**src/rtl/can_ctrl_pkg.sv**
```systemverilog
package can_ctrl_pkg;
    // register byte offsets, one aligned 32-bit word each
    localparam logic [4:0] OFF_CTRL1 = 5'h00;
    localparam logic [4:0] OFF_CTRL2 = 5'h04;
    localparam logic [4:0] OFF_VEC = 5'h08;
    localparam logic [4:0] OFF_FCTRL = 5'h0C;
    localparam logic [4:0] OFF_FIFO = 5'h10;
    localparam logic [4:0] OFF_INTF = 5'h14;

    // module_control_one fields
    localparam int CTRL1_STOP_IDLE = 13;
    localparam int CTRL1_ABORT = 12;
    localparam int CTRL1_REQ_LSB = 8;
    localparam int CTRL1_CUR_LSB = 5;
    localparam int CTRL1_CAPTURE = 3;
    localparam int CTRL1_WINDOW = 0;

    // fifo_configuration and fifo_pointer_status fields
    localparam int FCTRL_DMA_LSB = 13;
    localparam int FCTRL_START_LSB = 0;
    localparam int FIFO_WRITE_LSB = 8;
    localparam int FIFO_READ_LSB = 0;

    // interrupt_code_vector and interrupt_flags fields
    localparam int VEC_FILTER_LSB = 8;
    localparam int VEC_CODE_LSB = 0;
    localparam int INTF_STATE_LSB = 8;
    localparam int FLAG_INVALID = 7;
    localparam int FLAG_WAKE = 6;
    localparam int FLAG_ERROR = 5;
    localparam int FLAG_FIFO = 3;
    localparam int FLAG_OVERFLOW = 2;
    localparam int FLAG_RXBUF = 1;
    localparam int FLAG_TXBUF = 0;
    localparam logic [7:0] FLAG_MASK = 8'hEF;

    typedef enum logic [2:0] {
        MODE_NORMAL = 3'b000,
        MODE_DISABLE = 3'b001,
        MODE_LOOPBACK = 3'b010,
        MODE_LISTEN_ONLY = 3'b011,
        MODE_CONFIG = 3'b100,
        MODE_RESERVED_A = 3'b101,
        MODE_RESERVED_B = 3'b110,
        MODE_LISTEN_ALL = 3'b111
    } mode_type;

    localparam logic [6:0] CODE_NONE = 7'h40;
    localparam logic [6:0] CODE_ERROR = 7'h41;
    localparam logic [6:0] CODE_WAKE = 7'h42;
    localparam logic [6:0] CODE_OVERFLOW = 7'h43;
    localparam logic [6:0] CODE_FIFO = 7'h44;

    localparam logic [2:0] DMA_SIZE_RESERVED = 3'h7;
    localparam logic [4:0] FILTER_HIT_RESET = 5'h00;
    localparam logic [3:0] IDLE_BITS = 4'hB;

    function automatic logic [5:0] dma_buffers(input logic [2:0] sel);
        case (sel)
            3'h0: dma_buffers = 6'h04;
            3'h1: dma_buffers = 6'h06;
            3'h2: dma_buffers = 6'h08;
            3'h3: dma_buffers = 6'h0C;
            3'h4: dma_buffers = 6'h10;
            3'h5: dma_buffers = 6'h18;
            default: dma_buffers = 6'h20;
        endcase
    endfunction : dma_buffers
endpackage : can_ctrl_pkg

```
**src/rtl/can_idle_detect.sv**
```systemverilog
module can_idle_detect (
    // clock and reset
    input wire logic clk,
    input wire logic nrst,
    // bit stream
    input wire logic bitTick,
    input wire logic rxLevel,
    // result
    output logic busIdle
);
    import can_ctrl_pkg::*;

    typedef struct packed {
        logic [3:0] count;
        logic idle;
    } idle_state_type;

    idle_state_type state, next_state;

    always_comb begin
        next_state = state;
        if (bitTick) begin
            if (!rxLevel) begin
                next_state.count = 4'h0;
                next_state.idle = 1'b0;
            end else if (state.count != IDLE_BITS) begin
                next_state.count = state.count + 4'h1;
            end
            if (rxLevel && (state.count >= IDLE_BITS - 4'h1)) begin
                next_state.idle = 1'b1;
            end
        end
    end

    always_ff @(posedge clk) begin
        if (!nrst) begin
            state <= '{count: 4'h0, idle: 1'b0};
        end else begin
            state <= next_state;
        end
    end

    assign busIdle = state.idle;
endmodule : can_idle_detect

```
**src/rtl/can_irq_encode.sv**
```systemverilog
module can_irq_encode (
    // pending flags
    input wire logic errorPending,
    input wire logic wakePending,
    input wire logic overflowPending,
    input wire logic fifoPending,
    input wire logic [15:0] bufferPending,
    // code
    output logic [6:0] code
);
    import can_ctrl_pkg::*;

    // fixed priority: module events first, then lowest buffer index
    always_comb begin
        code = CODE_NONE;
        for (int i = 15; i >= 0; i--) begin
            if (bufferPending[i]) begin
                code = 7'(i);
            end
        end
        if (fifoPending) begin
            code = CODE_FIFO;
        end
        if (overflowPending) begin
            code = CODE_OVERFLOW;
        end
        if (wakePending) begin
            code = CODE_WAKE;
        end
        if (errorPending) begin
            code = CODE_ERROR;
        end
    end
endmodule : can_irq_encode

```
**src/rtl/can_mode_control.sv**
```systemverilog
// Our own choices: the address map and the Avalon-MM register port.
module can_mode_control (
    // clock and reset
    input wire logic clk,
    input wire logic nrst,
    // avalon-mm slave
    input wire logic [4:0] address,
    input wire logic read,
    input wire logic write,
    input wire logic [31:0] writedata,
    input wire logic [3:0] byteenable,
    output logic [31:0] readdata,
    output logic waitrequest,
    // bus pins
    input wire logic canRxPin,
    output logic canTxPin,
    output logic canTxOe,
    output logic canRxOwned,
    // protocol engine
    input wire logic engineTx,
    output logic engineRx,
    input wire logic bitTick,
    input wire logic allAborted,
    output logic abortRequest,
    output logic [2:0] engineMode,
    // chip power state
    input wire logic chipIdle,
    output logic engineHalt,
    // capture and window
    input wire logic messageReceived,
    output logic captureEvent,
    output logic windowSelect,
    // filter and buffer status
    input wire logic [4:0] dataCompareCount,
    input wire logic [4:0] matchedFilter,
    input wire logic [15:0] bufferPending,
    input wire logic [5:0] fifoWritePointer,
    input wire logic [5:0] fifoReadPointer,
    output logic [5:0] dmaBufferCount,
    output logic [4:0] fifoStart,
    // error states and events
    input wire logic txBusOff,
    input wire logic txPassive,
    input wire logic rxPassive,
    input wire logic txWarning,
    input wire logic rxWarning,
    input wire logic invalidMessage,
    input wire logic wakeActivity,
    input wire logic fifoAlmostFull,
    input wire logic rxOverflow,
    input wire logic rxBufferDone,
    input wire logic txBufferDone
);
    import can_ctrl_pkg::*;

    typedef struct packed {
        logic waitReq;
        logic [31:0] rdata;
        logic stopIdle;
        logic abortAll;
        logic [2:0] modeRequest;
        logic [2:0] currentMode;
        logic captureEnable;
        logic window;
        logic [4:0] compareCount;
        logic [4:0] filterHit;
        logic [6:0] irqCode;
        logic [2:0] dmaSelect;
        logic [5:0] dmaCount;
        logic [4:0] startBuffer;
        logic [5:0] writePointer;
        logic [5:0] readPointer;
        logic [5:0] errState;
        logic [7:0] flags;
        logic txPin;
        logic txOe;
        logic rxOwned;
        logic rxToEngine;
        logic halt;
        logic capture;
        logic prevRx;
    } ctrl_state_type;

    ctrl_state_type state, next_state;
    logic busIdle;
    logic [6:0] codeNow;
    logic [5:0] errNow;
    logic [7:0] flagSet;
    logic request;
    logic doWrite;
    logic lowLane;
    logic highLane;
    logic loopback;
    logic pinsActive;

    can_idle_detect idleDetect (
        .clk(clk),
        .nrst(nrst),
        .bitTick(bitTick),
        .rxLevel(canRxPin),
        .busIdle(busIdle)
    );

    can_irq_encode irqEncode (
        .errorPending(state.flags[FLAG_ERROR]),
        .wakePending(state.flags[FLAG_WAKE]),
        .overflowPending(state.flags[FLAG_OVERFLOW]),
        .fifoPending(state.flags[FLAG_FIFO]),
        .bufferPending(bufferPending),
        .code(codeNow)
    );

    assign request = read | write;
    // a write lands only at the edge where waitrequest is seen low
    assign doWrite = write & ~state.waitReq;
    assign lowLane = byteenable[0];
    assign highLane = byteenable[1];
    assign loopback = state.currentMode == MODE_LOOPBACK;
    assign pinsActive = (state.currentMode == MODE_NORMAL) || (state.currentMode == MODE_LISTEN_ALL);
    // combined warning is derived so it can never disagree with its sources
    assign errNow = {txBusOff, txPassive, rxPassive, txWarning, rxWarning, txWarning | rxWarning};

    always_comb begin
        flagSet = 8'h00;
        flagSet[FLAG_INVALID] = invalidMessage;
        // wake-up still seen on the raw pin while disabled
        flagSet[FLAG_WAKE] = wakeActivity |
            ((state.currentMode == MODE_DISABLE) && state.prevRx && !canRxPin);
        flagSet[FLAG_ERROR] = |(errNow & ~state.errState);
        flagSet[FLAG_FIFO] = fifoAlmostFull;
        flagSet[FLAG_OVERFLOW] = rxOverflow;
        flagSet[FLAG_RXBUF] = rxBufferDone;
        flagSet[FLAG_TXBUF] = txBufferDone;
    end

    always_comb begin
        next_state = state;
        next_state.waitReq = ~(request & state.waitReq);
        next_state.prevRx = canRxPin;
        next_state.errState = errNow;
        next_state.compareCount = dataCompareCount;
        next_state.filterHit = matchedFilter;
        next_state.irqCode = codeNow;
        next_state.writePointer = fifoWritePointer;
        next_state.readPointer = fifoReadPointer;
        // read data captured one edge early so it stands while waitrequest is low
        next_state.rdata = 32'h0000_0000;
        if (read && state.waitReq) begin
            if (address == OFF_CTRL1) begin
                next_state.rdata[CTRL1_STOP_IDLE] = state.stopIdle;
                next_state.rdata[CTRL1_ABORT] = state.abortAll;
                next_state.rdata[CTRL1_REQ_LSB +: 3] = state.modeRequest;
                next_state.rdata[CTRL1_CUR_LSB +: 3] = state.currentMode;
                next_state.rdata[CTRL1_CAPTURE] = state.captureEnable;
                next_state.rdata[CTRL1_WINDOW] = state.window;
            end else if (address == OFF_CTRL2) begin
                next_state.rdata[4:0] = state.compareCount;
            end else if (address == OFF_VEC) begin
                next_state.rdata[VEC_FILTER_LSB +: 5] = state.filterHit;
                next_state.rdata[VEC_CODE_LSB +: 7] = state.irqCode;
            end else if (address == OFF_FCTRL) begin
                next_state.rdata[FCTRL_DMA_LSB +: 3] = state.dmaSelect;
                next_state.rdata[FCTRL_START_LSB +: 5] = state.startBuffer;
            end else if (address == OFF_FIFO) begin
                next_state.rdata[FIFO_WRITE_LSB +: 6] = state.writePointer;
                next_state.rdata[FIFO_READ_LSB +: 6] = state.readPointer;
            end else if (address == OFF_INTF) begin
                next_state.rdata[INTF_STATE_LSB +: 6] = state.errState;
                next_state.rdata[7:0] = state.flags & FLAG_MASK;
            end
        end
        // hardware clear of abort comes first so a fresh software set wins
        if (allAborted) begin
            next_state.abortAll = 1'b0;
        end
        // only writable fields are touched; the rest is ignored
        if (doWrite) begin
            if (address == OFF_CTRL1) begin
                if (highLane) begin
                    next_state.stopIdle = writedata[CTRL1_STOP_IDLE];
                    if (writedata[CTRL1_ABORT]) begin
                        next_state.abortAll = 1'b1;
                    end
                    // reserved codes are dropped rather than stored
                    if (writedata[CTRL1_REQ_LSB +: 3] != MODE_RESERVED_A &&
                        writedata[CTRL1_REQ_LSB +: 3] != MODE_RESERVED_B) begin
                        next_state.modeRequest = writedata[CTRL1_REQ_LSB +: 3];
                    end
                end
                if (lowLane) begin
                    next_state.captureEnable = writedata[CTRL1_CAPTURE];
                    next_state.window = writedata[CTRL1_WINDOW];
                end
            end else if (address == OFF_FCTRL) begin
                if (highLane && writedata[FCTRL_DMA_LSB +: 3] != DMA_SIZE_RESERVED) begin
                    next_state.dmaSelect = writedata[FCTRL_DMA_LSB +: 3];
                end
                if (lowLane) begin
                    next_state.startBuffer = writedata[FCTRL_START_LSB +: 5];
                end
            end
        end
        // flags clear by writing zero; a set in the same cycle still wins
        next_state.flags = state.flags;
        if (doWrite && address == OFF_INTF && lowLane) begin
            next_state.flags = state.flags & writedata[7:0];
        end
        next_state.flags = (next_state.flags | flagSet) & FLAG_MASK;
        // mode switch waits for an idle bus
        if (busIdle && state.currentMode != state.modeRequest) begin
            next_state.currentMode = state.modeRequest;
        end
        // size decode registered so the output comes from a flip-flop
        next_state.dmaCount = dma_buffers(next_state.dmaSelect);
        // pin ownership and loopback path
        next_state.txOe = pinsActive;
        next_state.rxOwned = pinsActive || (state.currentMode == MODE_LISTEN_ONLY);
        next_state.txPin = pinsActive ? engineTx : 1'b1;
        next_state.rxToEngine = loopback ? engineTx : canRxPin;
        next_state.halt = state.stopIdle & chipIdle;
        next_state.capture = state.captureEnable & messageReceived;
    end

    always_ff @(posedge clk) begin
        if (!nrst) begin
            state <= '0;
            state.waitReq <= 1'b1;
            state.modeRequest <= MODE_CONFIG;
            state.currentMode <= MODE_CONFIG;
            state.irqCode <= CODE_NONE;
            state.filterHit <= FILTER_HIT_RESET;
            state.dmaCount <= dma_buffers(3'h0);
            state.txPin <= 1'b1;
            state.rxToEngine <= 1'b1;
            state.prevRx <= 1'b1;
        end else begin
            state <= next_state;
        end
    end

    assign readdata = state.rdata;
    assign waitrequest = state.waitReq;
    assign canTxPin = state.txPin;
    assign canTxOe = state.txOe;
    assign canRxOwned = state.rxOwned;
    assign engineRx = state.rxToEngine;
    assign abortRequest = state.abortAll;
    assign engineMode = state.currentMode;
    assign engineHalt = state.halt;
    assign captureEvent = state.capture;
    assign windowSelect = state.window;
    assign dmaBufferCount = state.dmaCount;
    assign fifoStart = state.startBuffer;

    // checks
    mode_hold_a: assert property (@(posedge clk) disable iff (!nrst)
        (state.currentMode != $past(state.currentMode)) |-> $past(busIdle))
        else $error("mode changed on a busy bus");
    mode_follow_a: assert property (@(posedge clk) disable iff (!nrst)
        (busIdle && state.currentMode != state.modeRequest) |=> (state.currentMode == $past(state.modeRequest)))
        else $error("current mode did not follow request");
    loop_path_a: assert property (@(posedge clk) disable iff (!nrst)
        (loopback && engineMode == MODE_LOOPBACK) |=> (engineRx == $past(engineTx)))
        else $error("loopback path broken");
    loop_pins_a: assert property (@(posedge clk) disable iff (!nrst)
        loopback |=> (!canTxOe && !canRxOwned))
        else $error("pins held in loopback");
    halt_idle_a: assert property (@(posedge clk) disable iff (!nrst)
        (state.stopIdle && chipIdle) |=> engineHalt)
        else $error("no halt in idle");
    abort_clear_a: assert property (@(posedge clk) disable iff (!nrst)
        (allAborted && !doWrite) |=> !abortRequest)
        else $error("abort not cleared");
    capture_gate_a: assert property (@(posedge clk) disable iff (!nrst)
        captureEvent |-> $past(messageReceived && state.captureEnable))
        else $error("capture without enable");
    set_wins_a: assert property (@(posedge clk) disable iff (!nrst)
        rxOverflow |=> state.flags[FLAG_OVERFLOW])
        else $error("overflow flag lost");
    reserved_mode_a: assert property (@(posedge clk) disable iff (!nrst)
        (state.modeRequest != MODE_RESERVED_A) && (state.modeRequest != MODE_RESERVED_B))
        else $error("reserved mode stored");
    bus_answer_a: assert property (@(posedge clk) disable iff (!nrst)
        (request && waitrequest) |=> !waitrequest ##1 waitrequest)
        else $error("bus answer timing wrong");
    error_flag_a: assert property (@(posedge clk) disable iff (!nrst)
        (txBusOff && !state.errState[5]) |=> state.flags[FLAG_ERROR])
        else $error("error flag not set");
    code_none_a: assert property (@(posedge clk) disable iff (!nrst)
        (state.flags[5] == 1'b0 && state.flags[6] == 1'b0 && state.flags[3:2] == 2'b00 && bufferPending == 16'h0000)
        |=> state.irqCode == CODE_NONE)
        else $error("spurious interrupt code");
    dma_size_a: assert property (@(posedge clk) disable iff (!nrst)
        (state.dmaSelect != DMA_SIZE_RESERVED) && (dmaBufferCount == dma_buffers(state.dmaSelect)))
        else $error("dma size wrong");
    no_halt_a: assert property (@(posedge clk) disable iff (!nrst)
        !state.stopIdle |=> !engineHalt)
        else $error("halt while stop bit clear");
    window_write_a: assert property (@(posedge clk) disable iff (!nrst)
        (doWrite && address == OFF_CTRL1 && lowLane) |=> (windowSelect == $past(writedata[CTRL1_WINDOW])))
        else $error("window bit not written");
    flag_clear_a: assert property (@(posedge clk) disable iff (!nrst)
        (doWrite && address == OFF_INTF && lowLane && !writedata[FLAG_TXBUF] && !txBufferDone)
        |=> !state.flags[FLAG_TXBUF])
        else $error("flag not cleared");
    unused_flag_a: assert property (@(posedge clk) disable iff (!nrst)
        !state.flags[4])
        else $error("unimplemented flag set");
    pins_free_a: assert property (@(posedge clk) disable iff (!nrst)
        !pinsActive |=> canTxPin)
        else $error("tx pin driven low while released");
    capture_off_a: assert property (@(posedge clk) disable iff (!nrst)
        !state.captureEnable |=> !captureEvent)
        else $error("capture while disabled");
    fifo_flag_a: assert property (@(posedge clk) disable iff (!nrst)
        fifoAlmostFull |=> state.flags[FLAG_FIFO])
        else $error("fifo flag lost");
    read_high_a: assert property (@(posedge clk) disable iff (!nrst)
        readdata[31:16] == 16'h0000)
        else $error("upper read bits set");

    mode_switch_c: cover property (@(posedge clk) disable iff (!nrst)
        $past(state.currentMode) == MODE_CONFIG && state.currentMode == MODE_NORMAL);
    loopback_c: cover property (@(posedge clk) disable iff (!nrst) loopback && engineTx == 1'b0);
    abort_c: cover property (@(posedge clk) disable iff (!nrst) abortRequest ##1 !abortRequest);
    flag_clear_c: cover property (@(posedge clk) disable iff (!nrst) doWrite && address == OFF_INTF);
    disable_wake_c: cover property (@(posedge clk) disable iff (!nrst)
        state.currentMode == MODE_DISABLE && flagSet[FLAG_WAKE]);
endmodule : can_mode_control
```
**config.mk**
```make
export PLATFORM = sky130hd
export DESIGN_NAME = can_mode_control
export DESIGN_NICKNAME = d
export VERILOG_FILES = /design/src/rtl/can_ctrl_pkg.sv /design/src/rtl/can_idle_detect.sv /design/src/rtl/can_irq_encode.sv /design/src/rtl/can_mode_control.sv
export SDC_FILE = /design/constraint.sdc
export NUM_CORES = 1
export LEC_CHECK = 0
export CAP_MARGIN = 20
export CORE_MARGIN = 1.5
export CORE_UTILIZATION = 50
export DETAILED_ROUTE_END_ITERATION = 10
export DONT_BUFFER_PORTS = 1
export PLACE_DENSITY = 0.69
export SETUP_SLACK_MARGIN = 0.4
export SLEW_MARGIN = 20
export SYNTH_ARGS = -nofsm -noshare
export SYNTH_HDL_FRONTEND = slang
export SYNTH_SLANG_ARGS = --single-unit
```
**constraint.sdc**
```tcl
create_clock -name clk -period 2.25 [get_ports clk]
set_input_delay 0.3375 -clock clk [delete_from_list [all_inputs] [get_ports clk]]
set_output_delay 0.3375 -clock clk [all_outputs]
set_load 0.05 [all_outputs]
```
==> impl_results.md, run 1 <==
* Top Family by Delay on Critical Path: simple AND/OR/NAND/NOR gates
* Comb pwr share at 6.4%
* Clk sinks at 92
* Place WS at roughly 0.35 ns
* Clk Latency, worst-skew pair at 0.36 ns
* Worst r2r src: waitrequest
* Wire length per cell at 17.48 microns
* Hold Crit Class: primary input to flop
* Global routing's busiest layer: met2
* Commonest cells after routing, fill and taps aside: dfxtp_1 (91), nor2_1 (47), and2_1 (26)
* Hold-fix buffers, CTS at 0
* Sequential area share after synthesis at around 47%
* Die H at a little over 90 microns
* Max-Cap Viols at 0
* Core Rows at 32
* EDFF count, synth at 0
* Root buffer cell: clkbuf_8
* Antenna Violating Nets Remaining at 0
* Setup tns final at 0 ns
* Min Tclk post-route at approximately 1.8 ns
* Max Slew Vio Count at 0
* RR Endpoint: dmaBufferCount[2]
* Detailed Routing Iterations Pass 1 at 5
* Peak supply drop at ~0.47 mV
* Share of cells above drive strength 1 at between 9 and 10%
* Via density at 5.614
* DR iter-0 viols at about 210
* Pwr dens at slightly below 800 nW/um^2
* CTS H-Tree Depth at 3
* Synth area leaders: dfxtp_1 (47%), buf_4 (8.8%), nor2_1 (4.5%), and2_1 (4.1%), o21ai_0 (2.9%)
* Io pins at ~160
* Clock skew at about 0.0056 ns
* Initial core utilization at slightly above 50%
* Power share of the sequential group at 55.0%
* Endpoints failing hold at 0
* Syn avg cell area at 9.083 sq um
* Worst EP required at 2.49 ns
* Yosys cell types at 53
* Sw Ratio at between 20% and 30%
* Most common cell after layout, fill and taps aside: dfxtp_1
* Initial antenna violation count at 1
* GR Layer Usage met3 at 10.47%
* Arrival time of the worst setup path at approximately 2.0 ns
* Worst path cell trace: nand3b_1 -> or3_4 -> buf_6 -> a21oi_1 -> o22a_2 -> a31oi_1
* Core area at approximately 7600 sq um
* Yosys top cell area share at between 40% and 50%
* Final setup fails at 0
* Status: finished, final reports clean
* Grt met1 use at 27.18%
* RSZ-0062 raised after global routing: no
* Worst slew pin tran at between 0.7 and 0.8 ns
* PortBufs at 0
* Global placement routability congestion at 0.8568
* Residual DRC at 0
* Setup ws final at approximately 0.49 ns
* Crit path max fanout at 6
* Slowest CP cell: or3_4
* Critical Path Start: waitrequest
* First-pass GRT wire length at approximately 14000 microns
* Post-DP HPWL at 6679 microns
* Setup crit end: dmaBufferCount[2]
* Reg2reg path depth at 6
* Pleak at about 1.5 nW
* Synthesized flop and latch total at between 90 and 100
* R2r setup slk at between 0.4 and 0.5 ns
* GRT Residual Overflow at 0
* Max Buffers Root-to-Sink at 2
* Reg clk slew, reported paths at approximately 0.08 ns
* Ys flop type: dfxtp_1
* Mapped Area at approximately 3900 sq um
* M2 GR Usage at approximately 36%
* P_int at 2.392 mW
* Area leader, netlist: dfxtp_1
* Post-layout net count at 510
* Die X-Extent at a little over 90 microns
* CTS tree: yes
* Startpoint types: flop
* Switching Power at about 730 uW
* Clock buffer count from CTS at 9
* Area grow syn2layout at 1.881%
* Gate Count Post-Synth at between 400 and 500
* Period utilization at between 70 and 80%
* Worst Path Buf+Inv at 1
* Highest Clock Rate at 0.5680 GHz
* Final core utilization at 52.27%
* Slew margin rel. at around half
* All-layer global routing usage at between 20% and 30%
* Vias in the first global route at around 2.8k
* DR vias at around 2.9k
* Crit end category: flop
* Routed WL at 9021 microns
* Largest net degree at the start of global routing at 38
* Number of cells on the critical path at 6
* Worst setup path category: flop to flop
* Clock power share at 38.6%
* Synth warn at 0
* Die area at 8388 sq um
* CP max stage delay at around 0.44 ns
* Asr flop ratio synth at 0%
-- cell families (layout without fill, tap and decap cells) --
group	count (synthesis)	after routing	share of synthesized area (%)
buf+inv	79	44	12.34
xor+xnor	1	1	0.2233
other cells	1	18	0.09557
compound gates	97	97	16.87
flops	92	92	46.94
fa+ha+maj	2	2	0.6377
simple gates	147	147	19.48
mux	13	13	3.412
-- flip-flops by register name (all words and copies together) (netlist names) --
name                cells
readdata               16
engineMode              3
canRxOwned              1
canTxPin                1
idleDetect.state        4
dmaBufferCount          5
canTxOe                 1
state                  49
fifoStart               5
waitrequest             1
idleDetect.busIdle      1
engineRx                1
abortRequest            1
engineHalt              1
captureEvent            1
windowSelect            1
-- layer usage --
metal | vias up | share of wire [%] | routed length (microns)
met5 | - | 0 | 0
li1 | 1410 | - | -
met1 | 1333 | 41 | 3677
met2 | 137 | 47 | 4233
met3 | 17 | 10 | 938
met4 | 0 | 1.9 | 172
-- power groups by stage --
| stage | Sequential, mW | Combinational, mW | Clock [mW] |
|---|---|---|---|
| floorplan | 1.74 | 0.213 | 0 |
| global placement | 1.75 | 0.197 | 0 |
| detailed placement | 1.75 | 0.199 | 0 |
| CTS | 1.71 | 0.200 | 1.22 |
| global route | 1.72 | 0.223 | 1.31 |
| finish | 1.71 | 0.201 | 1.20 |
-- worst register-to-register path, stage by stage (launching register included) --
cell,delay (ns)
dfxtp_4,0.42
nand3b_1,0.25
or3_4,0.44
buf_6,0.14
a21oi_1,0.12
o22a_2,0.19
a31oi_1,0.09
-- cell usage after synthesis, types with 3 or more instances --
library cell	instances
dfxtp_1	92
inv_1	17
nand2b_1	6
and2_1	26
mux2i_1	10
buf_4	46
o22ai_1	3
a222oi_1	11
a22o_1	4
o211ai_1	4
a22oi_1	3
nor2_1	47
clkbuf_1	10
mux2_2	3
or3_1	4
o31ai_1	4
a31oi_1	5
buf_1	3
nor2b_1	6
a21oi_1	22
nand3_1	7
nor3_1	6
o21ai_0	23
nand2_1	24
a221oi_1	3
a211oi_1	4
and3_1	7
-- worst min path at each step --
| stage | startpoint | end | slack, ns | cells after the start |
|---|---|---|---|---|
| after CTS | nrst | engineMode[2] | 0.03 | 1 |
| final | nrst | engineMode[2] | 0.04 | 1 |
| after detailed placement | nrst | engineMode[2] | 0.41 | 1 |
| after global placement | nrst | engineMode[2] | 0.41 | 1 |
| after global routing | nrst | engineMode[2] | 0.02 | 1 |
| after floorplan | state[25] | readdata[4] | 0.43 | 2 |
-- final cells by class --
cell class,count,area [sq um]
fill,748,3650
multi-input combinational,277,1658
clock buffer,12,145.1
sequential,92,1846
antenna,1,2.502
clock inverter,4,72.57
timing repair buffer,10,78.83
tap,102,127.6
inverter,18,67.56
-- timing repair --
action                                  CTS  global route
pin swaps                                 2             2
buffers inserted                          2             1
endpoints found under the setup margin    2             6
gates resized for setup                   1             2
-- per-stage QoR --
step,hold slack [ns],instances,power [mW],area [sq um]
6_report,0.04303,516,3.119,3998
5_1_grt,0.01678,515,3.250,3995
4_1_cts,0.03479,514,3.133,3984
3_5_place_dp,0.4089,496,1.952,3749
3_3_place_gp,0.4064,496,1.948,3749
2_1_floorplan,0.4265,448,1.949,3985
Power figures use the tool's default switching activity.
==> run 2, diff against run 1 <==
- PLACE_DENSITY: 0.69 -> 0.72
- clock period: 2.25 -> 1.5 ns (I/O delays scaled with it)
==> run 2 against run 1 <==
  * The flow now finishes with violations (hold timing, setup timing)
  * First-iteration DRC count fell by 7.5%
  * Sequential power grew 49%
  * Global-route usage is 2.2 points higher
  * Clock skew up 0.0093 ns
  * Combinational power grew 120%
  * Via count up 13%
==> impl_results.md, run 2 (synthesis results as in run 1) <==
* Clock skew at 0.01488 ns (+0.009326 ns)
* Hold slack at -0.05933 ns (-0.1024 ns)
* GRT Residual Overflow at 0 (unchanged)
* Share of cells above drive strength 1 at 31.19% (+22 points)
* DR vias at 3276 (+13%)
* Area grow syn2layout at 28.03%
* Die H at 91.59 microns (unchanged)
* Die X-Extent at 91.59 microns (unchanged)
* DR iter-0 viols at 196 (-7.5%)
* Clk sinks at 92 (unchanged)
* Status: finished, violations left
* Core Rows at 32 (unchanged)
* Reg2reg path depth at 5 (-1)
* Worst EP required at 1.76 ns (-0.73 ns)
* Pwr dens at 897.4 nW/um^2 (+15%)
* Setup ws final at -0.08666 ns (-0.5760 ns)
* Largest Register: state
* Hold Crit Class: primary input to flop
* Worst setup path category: flop to flop
* Clock buffer count from CTS at 9 (unchanged)
* Root buffer cell: clkbuf_8
* Die area at 8388 sq um (unchanged)
* Residual DRC at 0 (unchanged)
* All-layer global routing usage at 24.91% (+2.2 points)
* Pleak at 1.945 nW (+27%)
* RSZ-0062 raised after global routing: yes
* Endpoints failing hold at 20 (+20)
* Commonest cells after routing, fill and taps aside: dfxtp_1 (51), nor2_1 (45), dlygate4sd3_1 (34)
* Clk Latency, worst-skew pair at 0.36 ns (about the same)
* Finished Layout Cells at 584 (+13%)
* Core area at 7647 sq um (unchanged)
* First-pass GRT wire length at 15900 microns (+10%)
* Reg clk slew, reported paths at 0.09 ns (about the same)
* Final core utilization at 65.69% (+13 points)
* Highest Clock Rate at 0.6303 GHz (+11%)
* Max Buffers Root-to-Sink at 2 (unchanged)
* CTS H-Tree Depth at 3 (unchanged)
* Arrival time of the worst setup path at 1.84 ns (-0.16 ns)
* Startpoint types: flop
* Violated checks: hold timing, setup timing
* Hold path depth at 1 (unchanged)
* Crit path max fanout at 4 (-2)
* Post-DP HPWL at 6712 microns (+0.49%)
* Post-layout net count at 578 (+13%)
* Placed Instances at 516 (+4.0%)
* Initial core utilization at 51.31% (unchanged)
* Crit end category: flop
* Io pins at 155 (unchanged)
* Routed WL at 10600 microns (+17%)
* Via density at 5.610 (about the same)
* CTS tree: yes
* Max-Cap Viols at 0 (unchanged)
* Largest net degree at the start of global routing at 38 (unchanged)
* Max FFs per register at 49 (unchanged)
* Vias in the first global route at 3188 (+12%)
* Period utilization at 105.8% (+28 points)
* Wire length per cell at 18.14 microns (+3.8%)
* Global placement routability congestion at 0.8296 (-3.2%)
* Min Tclk post-route at 1.587 ns (-0.1740 ns)
* Most common cell after layout, fill and taps aside: dfxtp_1
* Final setup fails at 16 (+16)
* Max Slew Vio Count at 0 (unchanged)
* PortBufs at 0 (unchanged)
* Antenna Violating Nets Remaining at 0 (unchanged)
* Detailed Routing Iterations Pass 1 at 5 (unchanged)
* Initial antenna violation count at 1 (unchanged)
* Peak supply drop at 0.5922 mV (+25%)
[run 2: cell count changes in the layout (fill, tap and decap cells not counted), moves of 5 or more]
cell,before,now
dlygate4sd3_1,0,34
o21ai_0,22,13
dfxtp_4,1,19
a21oi_2,0,5
buf_8,0,10
a21oi_1,22,15
buf_6,1,7
dfxtp_2,0,22
buf_4,9,27
dfxtp_1,91,51
[run 2: path summary, 6_finish.rpt]
check	from	to	slack [ns]
min reg2reg	state[14]	state[14]	0.48
max reg2reg	waitrequest	dmaBufferCount[5]	-0.09
min	nrst	engineMode[2]	-0.06
max	waitrequest	dmaBufferCount[5]	-0.09
[run 2: power breakdown]
group	leakage, nW	total [mW]	internal, mW	switching, mW
registers	0.775	2.54	2.48	0.0536
clock network	0.0937	1.52	0.655	0.869
logic	1.08	0.448	0.192	0.256
[run 2: final cells by class]
class,instances,area (sq um)
inverters,18,67.56
diodes,1,2.502
flip-flops and latches,92,1941
clock buffers,11,141.4
clock inverters,5,36.28
well taps,102,127.6
fillers,621,2624
multi-input cells,277,1936
repair buffers,78,772.0
[run 2: metal layers]
metal / up-vias / wire length [microns] / track usage (%)
li1: 1542 / - / -
met1: 1550 / 4010 / 27.43
met2: 164 / 5469 / 42.48
met3: 20 / 847 / 7.956
met4: 0 / 267 / 13.28
met5: - / 0 / 0
[run 2: per-stage QoR]
| stage | worst slack [ns] | power [mW] | instance area, sq um | setup TNS, ns |
|---|---|---|---|---|
| final | -0.08666 | 4.508 | 5024 | -0.6313 |
| after global routing | -0.1691 | 4.700 | 5024 | -2.058 |
| after CTS | -0.07170 | 4.522 | 4785 | -0.5986 |
| after detailed placement | -0.2119 | 2.947 | 3950 | -2.217 |
| after global placement | -0.2055 | 2.940 | 3950 | -1.860 |
| after floorplan | -0.3603 | 2.942 | 4108 | -1.852 |
[run 2: repair_timing]
item                                    CTS  global route
pin swaps                                20            11
gates cloned                              0             0
resized for setup                        86            49
endpoints found under the setup margin   81            77
hold buffers                             33             1
setup buffers                            13             4
endpoints found under the hold margin    40            29
[run 2: worst max-delay path, cell delays in order (launching register included)]
cell	delay [ns]
dfxtp_4	0.35
nand3b_1	0.17
or3_4	0.43
buf_6	0.15
o221a_4	0.26
and2_1	0.13
